--- src/tmr2_defs.vh ---
// Constants for the timer 2 control block: offsets, fields, reset values, timing
`ifndef TMR2_DEFS_VH
`define TMR2_DEFS_VH

// Register offsets
`define TMR2_OFF_CONTROL  4'h0
`define TMR2_OFF_MODE     4'h1
`define TMR2_OFF_CNT_LO   4'h2
`define TMR2_OFF_CNT_HI   4'h3
`define TMR2_OFF_CAP_LO   4'h4
`define TMR2_OFF_CAP_HI   4'h5
`define TMR2_OFF_IRQ_STAT 4'h6
`define TMR2_OFF_IRQ_MASK 4'h7

// Control register fields, and the mode register down-count enable
`define TMR2_B_OVF   7
`define TMR2_B_EXT   6
`define TMR2_B_RCLK  5
`define TMR2_B_TX_CLOCK_SELECT  4
`define TMR2_B_EXEN  3
`define TMR2_B_RUN   2
`define TMR2_B_SRC   1
`define TMR2_B_CPRL  0
`define TMR2_B_DOWN_COUNT_ENABLE  0

// Interrupt status fields
`define TMR2_S_OVF   0
`define TMR2_S_EXT   1

// Reset values
`define TMR2_RST_CONTROL 8'h00
`define TMR2_RST_MODE    8'h00
`define TMR2_RST_MASK    2'h0

// Machine cycle and baud state time lengths in system clocks
`define TMR2_DIV_6CLK    4'h6
`define TMR2_DIV_12CLK   4'hc
`define TMR2_DIV_BAUD6   4'h1
`define TMR2_DIV_BAUD12  4'h2

`endif

--- src/tmr2_edge.v ---
// Two-flop synchroniser with falling-edge detector for one pin
`timescale 1ns/1ns
`default_nettype none

module tmr2_edge (
    input  wire clk_sys,
    input  wire rst,
    input  wire pin,
    output wire level,
    output wire fall
);

    reg meta_q;
    reg sync_q;
    reg last_q;

    // First flop feeds only the second; edge is taken after it
    always @(posedge clk_sys or posedge rst) begin
        if (rst) begin
            meta_q <= 1'b1;
            sync_q <= 1'b1;
            last_q <= 1'b1;
        end else begin
            meta_q <= pin;
            sync_q <= meta_q;
            last_q <= sync_q;
        end
    end

    assign level = sync_q;
    assign fall  = last_q & ~sync_q;

endmodule

`default_nettype wire

--- src/tmr2_ctrl.v ---
// Timer 2 control, counter, capture/reload, baud pulses and register port
//
// The implementer's own choices: the strobed register port and the register offsets.
`timescale 1ns/1ns
`default_nettype none
`include "tmr2_defs.vh"

module tmr2_ctrl #(
    parameter WIDTH = 16
) (
    input  wire       clk_sys,
    input  wire       rst,
    input  wire       twelve_clock_mode,
    input  wire [3:0] reg_addr,
    input  wire [7:0] reg_wdata,
    input  wire       reg_wr,
    input  wire       reg_rd,
    output reg  [7:0] reg_rdata,
    input  wire       trigger_pin,
    input  wire       count_pin,
    input  wire       timer1_ovf,
    output wire       rx_baud_tick,
    output wire       tx_baud_tick,
    output wire       irq
);

    //----------------------------------------------------------------
    // Pin synchronisers
    //----------------------------------------------------------------
    wire trig_level;
    wire trig_fall;
    wire cnt_fall;

    tmr2_edge u_trig (
        .clk_sys (clk_sys),
        .rst     (rst),
        .pin     (trigger_pin),
        .level   (trig_level),
        .fall    (trig_fall)
    );

    tmr2_edge u_cnt (
        .clk_sys (clk_sys),
        .rst     (rst),
        .pin     (count_pin),
        .level   (),
        .fall    (cnt_fall)
    );

    //----------------------------------------------------------------
    // State
    //----------------------------------------------------------------
    reg [7:0]       ctrl_q;
    reg [7:0]       mode_q;
    reg [WIDTH-1:0] cnt_q;
    reg [WIDTH-1:0] cap_q;
    reg [1:0]       stat_q;
    reg [1:0]       mask_q;
    reg [3:0]       pre_q;
    reg             baud_q;

    wire run       = ctrl_q[`TMR2_B_RUN];
    wire exen      = ctrl_q[`TMR2_B_EXEN];
    wire src_ext   = ctrl_q[`TMR2_B_SRC];
    wire rclk      = ctrl_q[`TMR2_B_RCLK];
    wire tx_clock_select      = ctrl_q[`TMR2_B_TX_CLOCK_SELECT];
    wire baud_mode = rclk | tx_clock_select;
    wire down_count_enable      = mode_q[`TMR2_B_DOWN_COUNT_ENABLE];
    wire capture   = ctrl_q[`TMR2_B_CPRL] & ~baud_mode;
    wire updown    = down_count_enable & ~baud_mode & ~capture;

    //----------------------------------------------------------------
    // Tick generation
    //----------------------------------------------------------------
    // Baud mode runs faster: one state time instead of a machine cycle
    wire [3:0] div = baud_mode ? (twelve_clock_mode ? `TMR2_DIV_BAUD12 : `TMR2_DIV_BAUD6)
                               : (twelve_clock_mode ? `TMR2_DIV_12CLK : `TMR2_DIV_6CLK);
    wire int_tick = (pre_q == div - 4'h1);

    // Prescaler free-runs so machine-cycle phase is not tied to run control
    always @(posedge clk_sys or posedge rst) begin
        if (rst) begin
            pre_q <= 4'h0;
        end else if (int_tick || pre_q >= div) begin
            pre_q <= 4'h0;
        end else begin
            pre_q <= pre_q + 4'h1;
        end
    end

    wire tick = run & (src_ext ? cnt_fall : int_tick);
    wire count_up = ~updown | trig_level;
    wire ovf  = tick & count_up & (&cnt_q);
    wire unf  = tick & ~count_up & (cnt_q == cap_q);
    wire wrap = ovf | unf;

    // Trigger edge is ignored without enable and in up/down mode
    wire trig_ev = exen & trig_fall & ~updown;
    wire trig_reload = trig_ev & ~capture & ~baud_mode;
    wire trig_cap    = trig_ev & capture;

    //----------------------------------------------------------------
    // Counter and capture registers
    //----------------------------------------------------------------
    wire wr_cnt_lo = reg_wr && reg_addr == `TMR2_OFF_CNT_LO;
    wire wr_cnt_hi = reg_wr && reg_addr == `TMR2_OFF_CNT_HI;
    wire wr_cap_lo = reg_wr && reg_addr == `TMR2_OFF_CAP_LO;
    wire wr_cap_hi = reg_wr && reg_addr == `TMR2_OFF_CAP_HI;

    always @(posedge clk_sys or posedge rst) begin
        if (rst) begin
            cnt_q <= {WIDTH{1'b0}};
        end else if (ovf && !capture) begin
            cnt_q <= cap_q;
        end else if (unf) begin
            cnt_q <= {WIDTH{1'b1}};
        end else if (trig_reload) begin
            cnt_q <= cap_q;
        end else if (tick) begin
            cnt_q <= count_up ? cnt_q + 1'b1 : cnt_q - 1'b1;
        end else if (wr_cnt_lo) begin
            cnt_q[7:0] <= reg_wdata;
        end else if (wr_cnt_hi) begin
            cnt_q[WIDTH-1:8] <= reg_wdata[WIDTH-9:0];
        end
    end

    // Capture takes the live count; software preset otherwise
    always @(posedge clk_sys or posedge rst) begin
        if (rst) begin
            cap_q <= {WIDTH{1'b0}};
        end else if (trig_cap) begin
            cap_q <= cnt_q;
        end else if (wr_cap_lo) begin
            cap_q[7:0] <= reg_wdata;
        end else if (wr_cap_hi) begin
            cap_q[WIDTH-1:8] <= reg_wdata[WIDTH-9:0];
        end
    end

    //----------------------------------------------------------------
    // Baud pulses to the serial port
    //----------------------------------------------------------------
    always @(posedge clk_sys or posedge rst) begin
        if (rst) begin
            baud_q <= 1'b0;
        end else begin
            baud_q <= ovf & baud_mode;
        end
    end

    assign rx_baud_tick = rclk ? baud_q : timer1_ovf;
    assign tx_baud_tick = tx_clock_select ? baud_q : timer1_ovf;

    //----------------------------------------------------------------
    // Control register and flags
    //----------------------------------------------------------------
    wire wr_ctrl = reg_wr && reg_addr == `TMR2_OFF_CONTROL;
    wire set_ovf = wrap & ~baud_mode;
    wire set_ext = trig_ev;
    wire tog_ext = updown & wrap;
    reg  [7:0] ctrl_d;

    // Hardware set wins over a software write in the same cycle
    always @* begin
        ctrl_d = ctrl_q;
        if (wr_ctrl) begin
            ctrl_d = reg_wdata;
        end
        if (set_ovf) begin
            ctrl_d[`TMR2_B_OVF] = 1'b1;
        end
        if (set_ext) begin
            ctrl_d[`TMR2_B_EXT] = 1'b1;
        end else if (tog_ext) begin
            ctrl_d[`TMR2_B_EXT] = ~ctrl_q[`TMR2_B_EXT];
        end
    end

    always @(posedge clk_sys or posedge rst) begin
        if (rst) begin
            ctrl_q <= `TMR2_RST_CONTROL;
        end else begin
            ctrl_q <= ctrl_d;
        end
    end

    // Mode register: only down-count enable is implemented
    always @(posedge clk_sys or posedge rst) begin
        if (rst) begin
            mode_q <= `TMR2_RST_MODE;
        end else if (reg_wr && reg_addr == `TMR2_OFF_MODE) begin
            mode_q <= {7'h00, reg_wdata[`TMR2_B_DOWN_COUNT_ENABLE]};
        end
    end

    //----------------------------------------------------------------
    // Interrupt status and mask
    //----------------------------------------------------------------
    wire wr_stat = reg_wr && reg_addr == `TMR2_OFF_IRQ_STAT;
    wire ext_irq_ev = set_ext & ~down_count_enable;

    always @(posedge clk_sys or posedge rst) begin
        if (rst) begin
            stat_q <= 2'h0;
            mask_q <= `TMR2_RST_MASK;
        end else begin
            stat_q[`TMR2_S_OVF] <= set_ovf |
                (stat_q[`TMR2_S_OVF] & ~(wr_stat & reg_wdata[`TMR2_S_OVF]));
            stat_q[`TMR2_S_EXT] <= ext_irq_ev |
                (stat_q[`TMR2_S_EXT] & ~(wr_stat & reg_wdata[`TMR2_S_EXT]));
            if (reg_wr && reg_addr == `TMR2_OFF_IRQ_MASK) begin
                mask_q <= reg_wdata[1:0];
            end
        end
    end

    // Both events share one line; the handler reads which fired
    assign irq = |(stat_q & mask_q);

    //----------------------------------------------------------------
    // Read port
    //----------------------------------------------------------------
    always @(posedge clk_sys or posedge rst) begin
        if (rst) begin
            reg_rdata <= 8'h00;
        end else if (reg_rd) begin
            case (reg_addr)
                `TMR2_OFF_CONTROL:  reg_rdata <= ctrl_q;
                `TMR2_OFF_MODE:     reg_rdata <= mode_q;
                `TMR2_OFF_CNT_LO:   reg_rdata <= cnt_q[7:0];
                `TMR2_OFF_CNT_HI:   reg_rdata <= cnt_q[WIDTH-1:8];
                `TMR2_OFF_CAP_LO:   reg_rdata <= cap_q[7:0];
                `TMR2_OFF_CAP_HI:   reg_rdata <= cap_q[WIDTH-1:8];
                `TMR2_OFF_IRQ_STAT: reg_rdata <= {6'h00, stat_q};
                `TMR2_OFF_IRQ_MASK: reg_rdata <= {6'h00, mask_q};
                default:            reg_rdata <= 8'h00;
            endcase
        end else begin
            reg_rdata <= 8'h00;
        end
    end

endmodule

`default_nettype wire

--- config.mk ---
export PLATFORM = sky130hd
export DESIGN_NAME = tmr2_ctrl
export DESIGN_NICKNAME = d
export VERILOG_FILES = /design/src/tmr2_edge.v /design/src/tmr2_ctrl.v
export VERILOG_INCLUDE_DIRS = /design/src
export SDC_FILE = /design/constraint.sdc
export NUM_CORES = 1
export LEC_CHECK = 0
export BUFFER_PORTS_ARGS = -buffer_cell sky130_fd_sc_hd__buf_4
export CAP_MARGIN = 20
export CELL_PAD_IN_SITES_DETAIL_PLACEMENT = 1
export CELL_PAD_IN_SITES_GLOBAL_PLACEMENT = 2
export CORE_MARGIN = 2
export CORE_UTILIZATION = 38
export CTS_CLUSTER_SIZE = 14
export DETAILED_ROUTE_END_ITERATION = 8
export GPL_TIMING_DRIVEN = 0
export PLACE_DENSITY = 0.85
export SYNTH_ARGS = -nofsm -noshare
export SYNTH_HDL_FRONTEND = slang
export SYNTH_SLANG_ARGS = --single-unit
--- constraint.sdc ---
create_clock -name clk_sys -period 4.05 [get_ports clk_sys]
set_clock_uncertainty 0.1 [all_clocks]
set_input_delay 0.6075 -clock clk_sys [delete_from_list [all_inputs] [get_ports clk_sys]]
set_output_delay 0.6075 -clock clk_sys [all_outputs]
set_load 0.005 [all_outputs]
After elaboration in Yosys (flattened, before gate mapping)
Cells that the tools add are included.
W data, S select, Z words.
{ "totals": {"regBits": 64, "in_bits": 20, "out_inout_bits": 11, "word_cells": 121} }
{ "classes": {"addsub": 4, "n_lt_le_gt_ge": 1, "n_eq_ne": 11, "muxes": 25, "bitwise_logic": 39, "reduce_logical": 22} }
{ "ops": {"columns": ["cell", "n"], "rows": [
  ["$mux W16", 6],
  ["$mux W8", 8],
  ["$pmux W8 S8", 1],
  ["$and A1 B1 Y1", 23],
  ["$add A16 B1 Y16 const B", 1],
  ["$eq A16 B16 Y1", 1],
  ["$eq A4 B3 Y1 const B", 4],
  ["$reduce_and A16 Y1", 1],
  ["$sub A16 B1 Y16 const B", 1],
  ["$mux W4", 3],
  ["$not A1 Y1", 10],
  ["$reduce_bool A5 Y1", 2],
  ["$logic_and A1 B1 Y1", 9],
  ["$eq A4 B2 Y1 const B", 2],
  ["$mux W1", 6],
  ["$reduce_bool A2 Y1", 3],
  ["$ne A5 B4 Y1 const B", 1],
  ["$or A1 B1 Y1", 5],
  ["$add A4 B1 Y4 const B", 1],
  ["$eq A4 B1 Y1 const B", 1],
  ["$eq A4 B4 Y1", 1],
  ["$ge A4 B4 Y1", 1],
  ["$logic_not A4 Y1", 1],
  ["$reduce_and A2 Y1", 2],
  ["8 further kinds", 8]
]} }

Depth between registers and ports, before layout
{ "logic_depth": {"ltp_word": 14, "depth_mapped": 12, "ltp_nobuf": 10} }

Modules after synthesis
From an unflattened synthesis, not the netlist that was laid out.
{ "unflattened": {"hier_cells": 485, "area_unflattened_um2": 4394.2} }
{ "modules_own_cells": {"columns": ["mod", "instances", "cells_per_inst", "area_each_um2", "seq_area_each_um2"], "rows": [
  ["tmr2_ctrl", 1, 475, 4201.5, 1451.4],
  ["tmr2_edge", 2, 5, 96.3, 78.8]
]} }

Least setup slack after synthesis
OpenSTA, ideal clock, no wires.
{ "synth_timing": {"kind": "reg-to-reg", "start": "register ctrl_q[5]", "end": "register cnt_q[10]", "setup_time_ns": 0.124, "arrival_ns": 2.697, "required_time_ns": 3.826, "slack_ns": 1.129, "path_stages_with_launch": 11, "n_path_buf": 0, "period_less_slack_ns": 2.921, "path_cell_list": "dfrtp_1 > nor2_1 > inv_1 > ha_1 > ha_1 > nor3b_1 > o211a_1 > o2111ai_1 > nand2_1 > a221o_1 > a211o_1"} }
{ "synth_via": {"elab_chain_len": 12, "word_cells_on_any_way": 31, "cone_classes": "add/sub (1); eq/ne (2); mux (7); bitwise (17); reduce/logical (4)"} }
{ "synth_lines": {"columns": ["item", "line", "rtl"], "rows": [
  ["from (decl)", "tmr2_ctrl.v:53", "reg [7:0] ctrl_q;"],
  ["from (signal assigned)", "tmr2_ctrl.v:182", "ctrl_q <= `TMR2_RST_CONTROL;"],
  ["from (signal assigned)", "tmr2_ctrl.v:184", "ctrl_q <= ctrl_d;"],
  ["$or A1 B1 Y1 (*)", "tmr2_ctrl.v:67", "wire baud_mode = rclk | tx_clock_select;"],
  ["parallel branches: the longest is 11 deep, another holds $sub A4 B1 Y4", null, null],
  ["to (signal assigned)", "tmr2_ctrl.v:112", "cnt_q <= {WIDTH{1'b0}};"],
  ["to (signal assigned)", "tmr2_ctrl.v:114", "cnt_q <= cap_q;"],
  ["to (signal assigned)", "tmr2_ctrl.v:116", "cnt_q <= {WIDTH{1'b1}};"],
  ["to (decl)", "tmr2_ctrl.v:55", "reg [WIDTH-1:0] cnt_q;"]
]} }
Mark *: on every way between the ends.
A chain may end at the register's enable or synchronous reset.

Final worst setup path
{ "layout_timing": {"start": "register ctrl_q[4]", "end": "register cnt_q[12]"} }
Same word-level chain as after synthesis.

==> insert_results.sql <==
INSERT INTO impl_metrics (metric_group, metric, value, unit) VALUES
('grt', 'antenna_violations_before_repair', '0', ''),
('cts', 'cts.sink_count', '64', ''),
('grt', 'first_global_vias', '4642', ''),
('status', 'status', 'finished, final reports clean', ''),
('critical_path', 'worstSetupPathType', 'reg2reg', ''),
('pwr', 'total_power', '3.385', 'mW'),
('synth', 'synth-seq-area-share', '0.3637', ''),
('synth', 'synth_seq_cells', '64', ''),
('grt', 'grt_usage', '0.2771', ''),
('pwr', 'power.density', '652.8', 'mW/mm²'),
('synth', 'ys_async_sr_fraction', '1.000', ''),
('timing', 'setup_viol', '0', ''),
('synth', 'syn_area_per_cell', '8.591', 'µm²'),
('die', 'dieWidth', '111.9', 'µm'),
('timing', 'final.period_utilization', '0.8985', ''),
('cts', 'cts.repair.resized', '0', ''),
('synth', 'synth_unique_cells', '60', ''),
('timing', 'period_minus_slack', '3639', 'ps'),
('route', 'antenna_violating_nets_post_route', '0', ''),
('die', 'die_area', '0.01252', 'mm²'),
('synth', 'synth.cells.most_frequent', 'sky130_fd_sc_hd__dfrtp_1 (58), sky130_fd_sc_hd__nand2_1 (51), sky130_fd_sc_hd__nor2_1 (49)', ''),
('flow_run', 'max_cap_viol', '0', ''),
('synth', 'mappedNetlistNets', '545', ''),
('critical_path', 'required', '4170', 'ps'),
('critical_path', 'cp_common_cell', 'sky130_fd_sc_hd__ha_1', ''),
('critical_path', 'cp-start-kind', 'register', ''),
('critical_path', 'worst_path_largest_cell_delay', '490', 'ps'),
('critical_path', 'critPathBufInv', '2', ''),
('cts', 'post-cts-setup-buffer-count', '0', ''),
('synth', 'synth-warning-count', '0', ''),
('cts', 'hold_bufs_inserted_after_cts', '0', ''),
('cts', 'htree_levels', '3', ''),
('grt', 'global_route_congestion_overflow_total', '0', ''),
('critical_path', 'cp_slowest_cell', 'sky130_fd_sc_hd__dfrtp_1', ''),
('synth', 'synth_top_flop_cell', 'sky130_fd_sc_hd__dfrtp_1', ''),
('synth', 'synthesis.instances', '515', ''),
('place', 'detailed_place_hpwl', '12850', 'µm'),
('critical_path', 'cpLargestDelayFamily', 'simple AND/OR/NAND/NOR gates', ''),
('synth', 'post_synth_main_area_contributors', 'sky130_fd_sc_hd__dfrtp_1 (33%), sky130_fd_sc_hd__xor2_1 (4.6%), sky130_fd_sc_hd__nand2_1 (4.3%)', ''),
('cts', 'clock_path_buffers', '2', ''),
('grt', 'grt_first_pass_wirelength', '26480', 'µm'),
('route', 'detail_route.drc_violations', '0', ''),
('pwr', 'p_leak', '2.192', 'nW'),
('cts', 'cts_root_buffer', 'sky130_fd_sc_hd__clkbuf_16', ''),
('timing', 'max-slew-margin-rel', '0.4250', ''),
('route', 'drt-pass1-iter-count', '5', ''),
('critical_path', 'critPathArrivalTime', '3760', 'ps'),
('place', 'rd_place_congestion', '0.9927', ''),
('critical_path', 'crit_path_cell_trace', 'nor2_1 -> inv_1 -> ha_1 -> ha_1 -> nor3b_1 -> o211a_1 -> or3_1 -> clkbuf_1 -> o31a_1 -> and3_1 -> a21oi_1', ''),
('cts', 'cts_made_buffers', '9', ''),
('layout', 'antenna_cells_inserted', '0', ''),
('die', 'fp-row-count', '39', ''),
('timing', 'max_slew.worst_pin.slew', '857.4', 'ps'),
('layout', 'drive_above_1_share', '0.1370', ''),
('grt', 'pin_count_of_the_biggest_net_entering_global_routing', '41', ''),
('cts', 'clk_transition_reported_paths', '60', 'ps'),
('route', 'post_drt_via_cell_ratio', '6.247', ''),
('cts', 'cts_tree', 'yes', ''),
('pwr', 'power.ir.vdd_worst', '0.0003357', 'V'),
('die', 'floorplan.initialDensity', '0.3891', ''),
('route', 'drt-wirelength-per-cell', '24.18', 'µm'),
('synth', 'synth.most_common_cell', 'sky130_fd_sc_hd__dfrtp_1', ''),
('synth', 'synth.top_cell.area_share', '0.3281', ''),
('die', 'die_height', '111.9', 'µm'),
('route', 'dr.first_iter.drc_count', '353', ''),
('route', 'routed_wirelength', '17040', 'µm'),
('timing', 'grt_setup_unrepaired', 'false', ''),
('timing', 'finalHoldViolations', '0', ''),
('die', 'coreArea', '0.01137', 'mm²'),
('timing', 'final_sum_of_negative_setup_slack', '0', 'ps'),
('die', 'io_pins', '31', '');
layout make-up:
cell class              instances  area, µm²
flip-flops and latches         64       1609
clock buffers                  13      260.3
multi-input cells             406       2654
plain buffers                  35      135.1
fillers                      1361       6185
inverters                      10      37.54
well taps                     143      178.9
clock inverters                 3      65.06
repair buffers                 31      245.2
sequential cells by signal, summed over array words and instances (netlist names):
register       cells
stat_q             2
cap_q             16
u_cnt.meta_q       1
u_trig.level       1
ctrl_q             8
baud_q             1
mode_q             1
mask_q             2
reg_rdata          8
pre_q              4
u_trig.meta_q      1
cnt_q             16
u_cnt.level        1
u_cnt.last_q       1
u_trig.last_q      1
metrics by stage:
stage | hold WS (ps) | utilization | cell area, µm² | instances | setup slack (ps)
floorplan | 245.2 | - | 4424 | 515 | 1129
global placement | 246.0 | 0.4247 | 4828 | 688 | 229.2
detailed placement | 248.2 | 0.4264 | 4848 | 689 | 240.3
CTS | 251.5 | 0.4550 | 5174 | 705 | 198.9
global route | 259.3 | 0.4560 | 5185 | 705 | 188.9
finish | 234.3 | 0.4560 | 5185 | 705 | 410.9
cells in the final DEF (no fill, tap or decap), drive strengths merged, types with 5 or more instances in the layout:
cell type | netlist | layout
a21o | 5 | 5
a21oi | 38 | 38
a22o | 14 | 14
a22oi | 11 | 11
and2 | 6 | 6
and3 | 9 | 9
buf | 5 | 36
clkbuf | 30 | 43
dfrtp | 58 | 58
dfstp | 6 | 6
ha | 10 | 10
inv | 10 | 10
mux2 | 13 | 13
mux2i | 18 | 18
nand2 | 51 | 51
nand3 | 22 | 22
nand4 | 9 | 9
nor2 | 50 | 50
nor3 | 12 | 12
nor3b | 5 | 5
nor4 | 11 | 11
o21ai | 22 | 22
or3 | 9 | 9
xnor2 | 5 | 5
xor2 | 23 | 23
layer usage:
metal / track usage / share of wire
met1: 0.3679 / 0.44
met2: 0.4533 / 0.47
met3: 0.05988 / 0.064
met4: 0.08724 / 0.022
met5: 0 / 0
report_power, final:
part | total, mW | switching [mW] | internal (mW) | leakage (nW)
sequential | 1.15 | 0.297 | 0.851 | 0.757
clock | 0.852 | 0.280 | 0.572 | 0.160
combinational | 1.39 | 0.875 | 0.511 | 1.28
total | 3.38 | 1.45 | 1.93 | 2.19
cells by family after synthesis:
| kind of cell | after synthesis | share of synthesized area |
|---|---|---|
| and+or+nand+nor | 206 | 0.2364 |
| AOI/OAI and AO/OA | 131 | 0.2033 |
| DFF | 64 | 0.3637 |
| buffers and inverters | 45 | 0.03903 |
| muxes | 31 | 0.07381 |
| xor gates and xnor gates | 28 | 0.05543 |
| adders and majority gates | 10 | 0.02828 |
worst register-to-register path, stage by stage (launching register included):
cell and delay, ps:
sky130_fd_sc_hd__dfrtp_1 490, sky130_fd_sc_hd__nor2_1 490, sky130_fd_sc_hd__inv_1 140, sky130_fd_sc_hd__ha_1 220
sky130_fd_sc_hd__ha_1 310, sky130_fd_sc_hd__nor3b_1 260, sky130_fd_sc_hd__o211a_1 350, sky130_fd_sc_hd__or3_1 160
sky130_fd_sc_hd__clkbuf_1 390, sky130_fd_sc_hd__o31a_1 330, sky130_fd_sc_hd__and3_1 210, sky130_fd_sc_hd__a21oi_1 70
final timing paths:
check / from / endpoint / slack, ps / cells after the start
max: ctrl_q[4] / cnt_q[12] / 410 / 11
min: rst / stat_q[1] / 230 / 2
max reg2reg: ctrl_q[4] / cnt_q[12] / 410 / 11
min reg2reg: u_trig.meta_q / u_trig.level / 260 / 0
max in group asynchronous: rst / u_trig.last_q / 2930 / 3
min in group clk_sys: u_trig.meta_q / u_trig.level / 260 / 0
(Power assumes the default switching activity.)
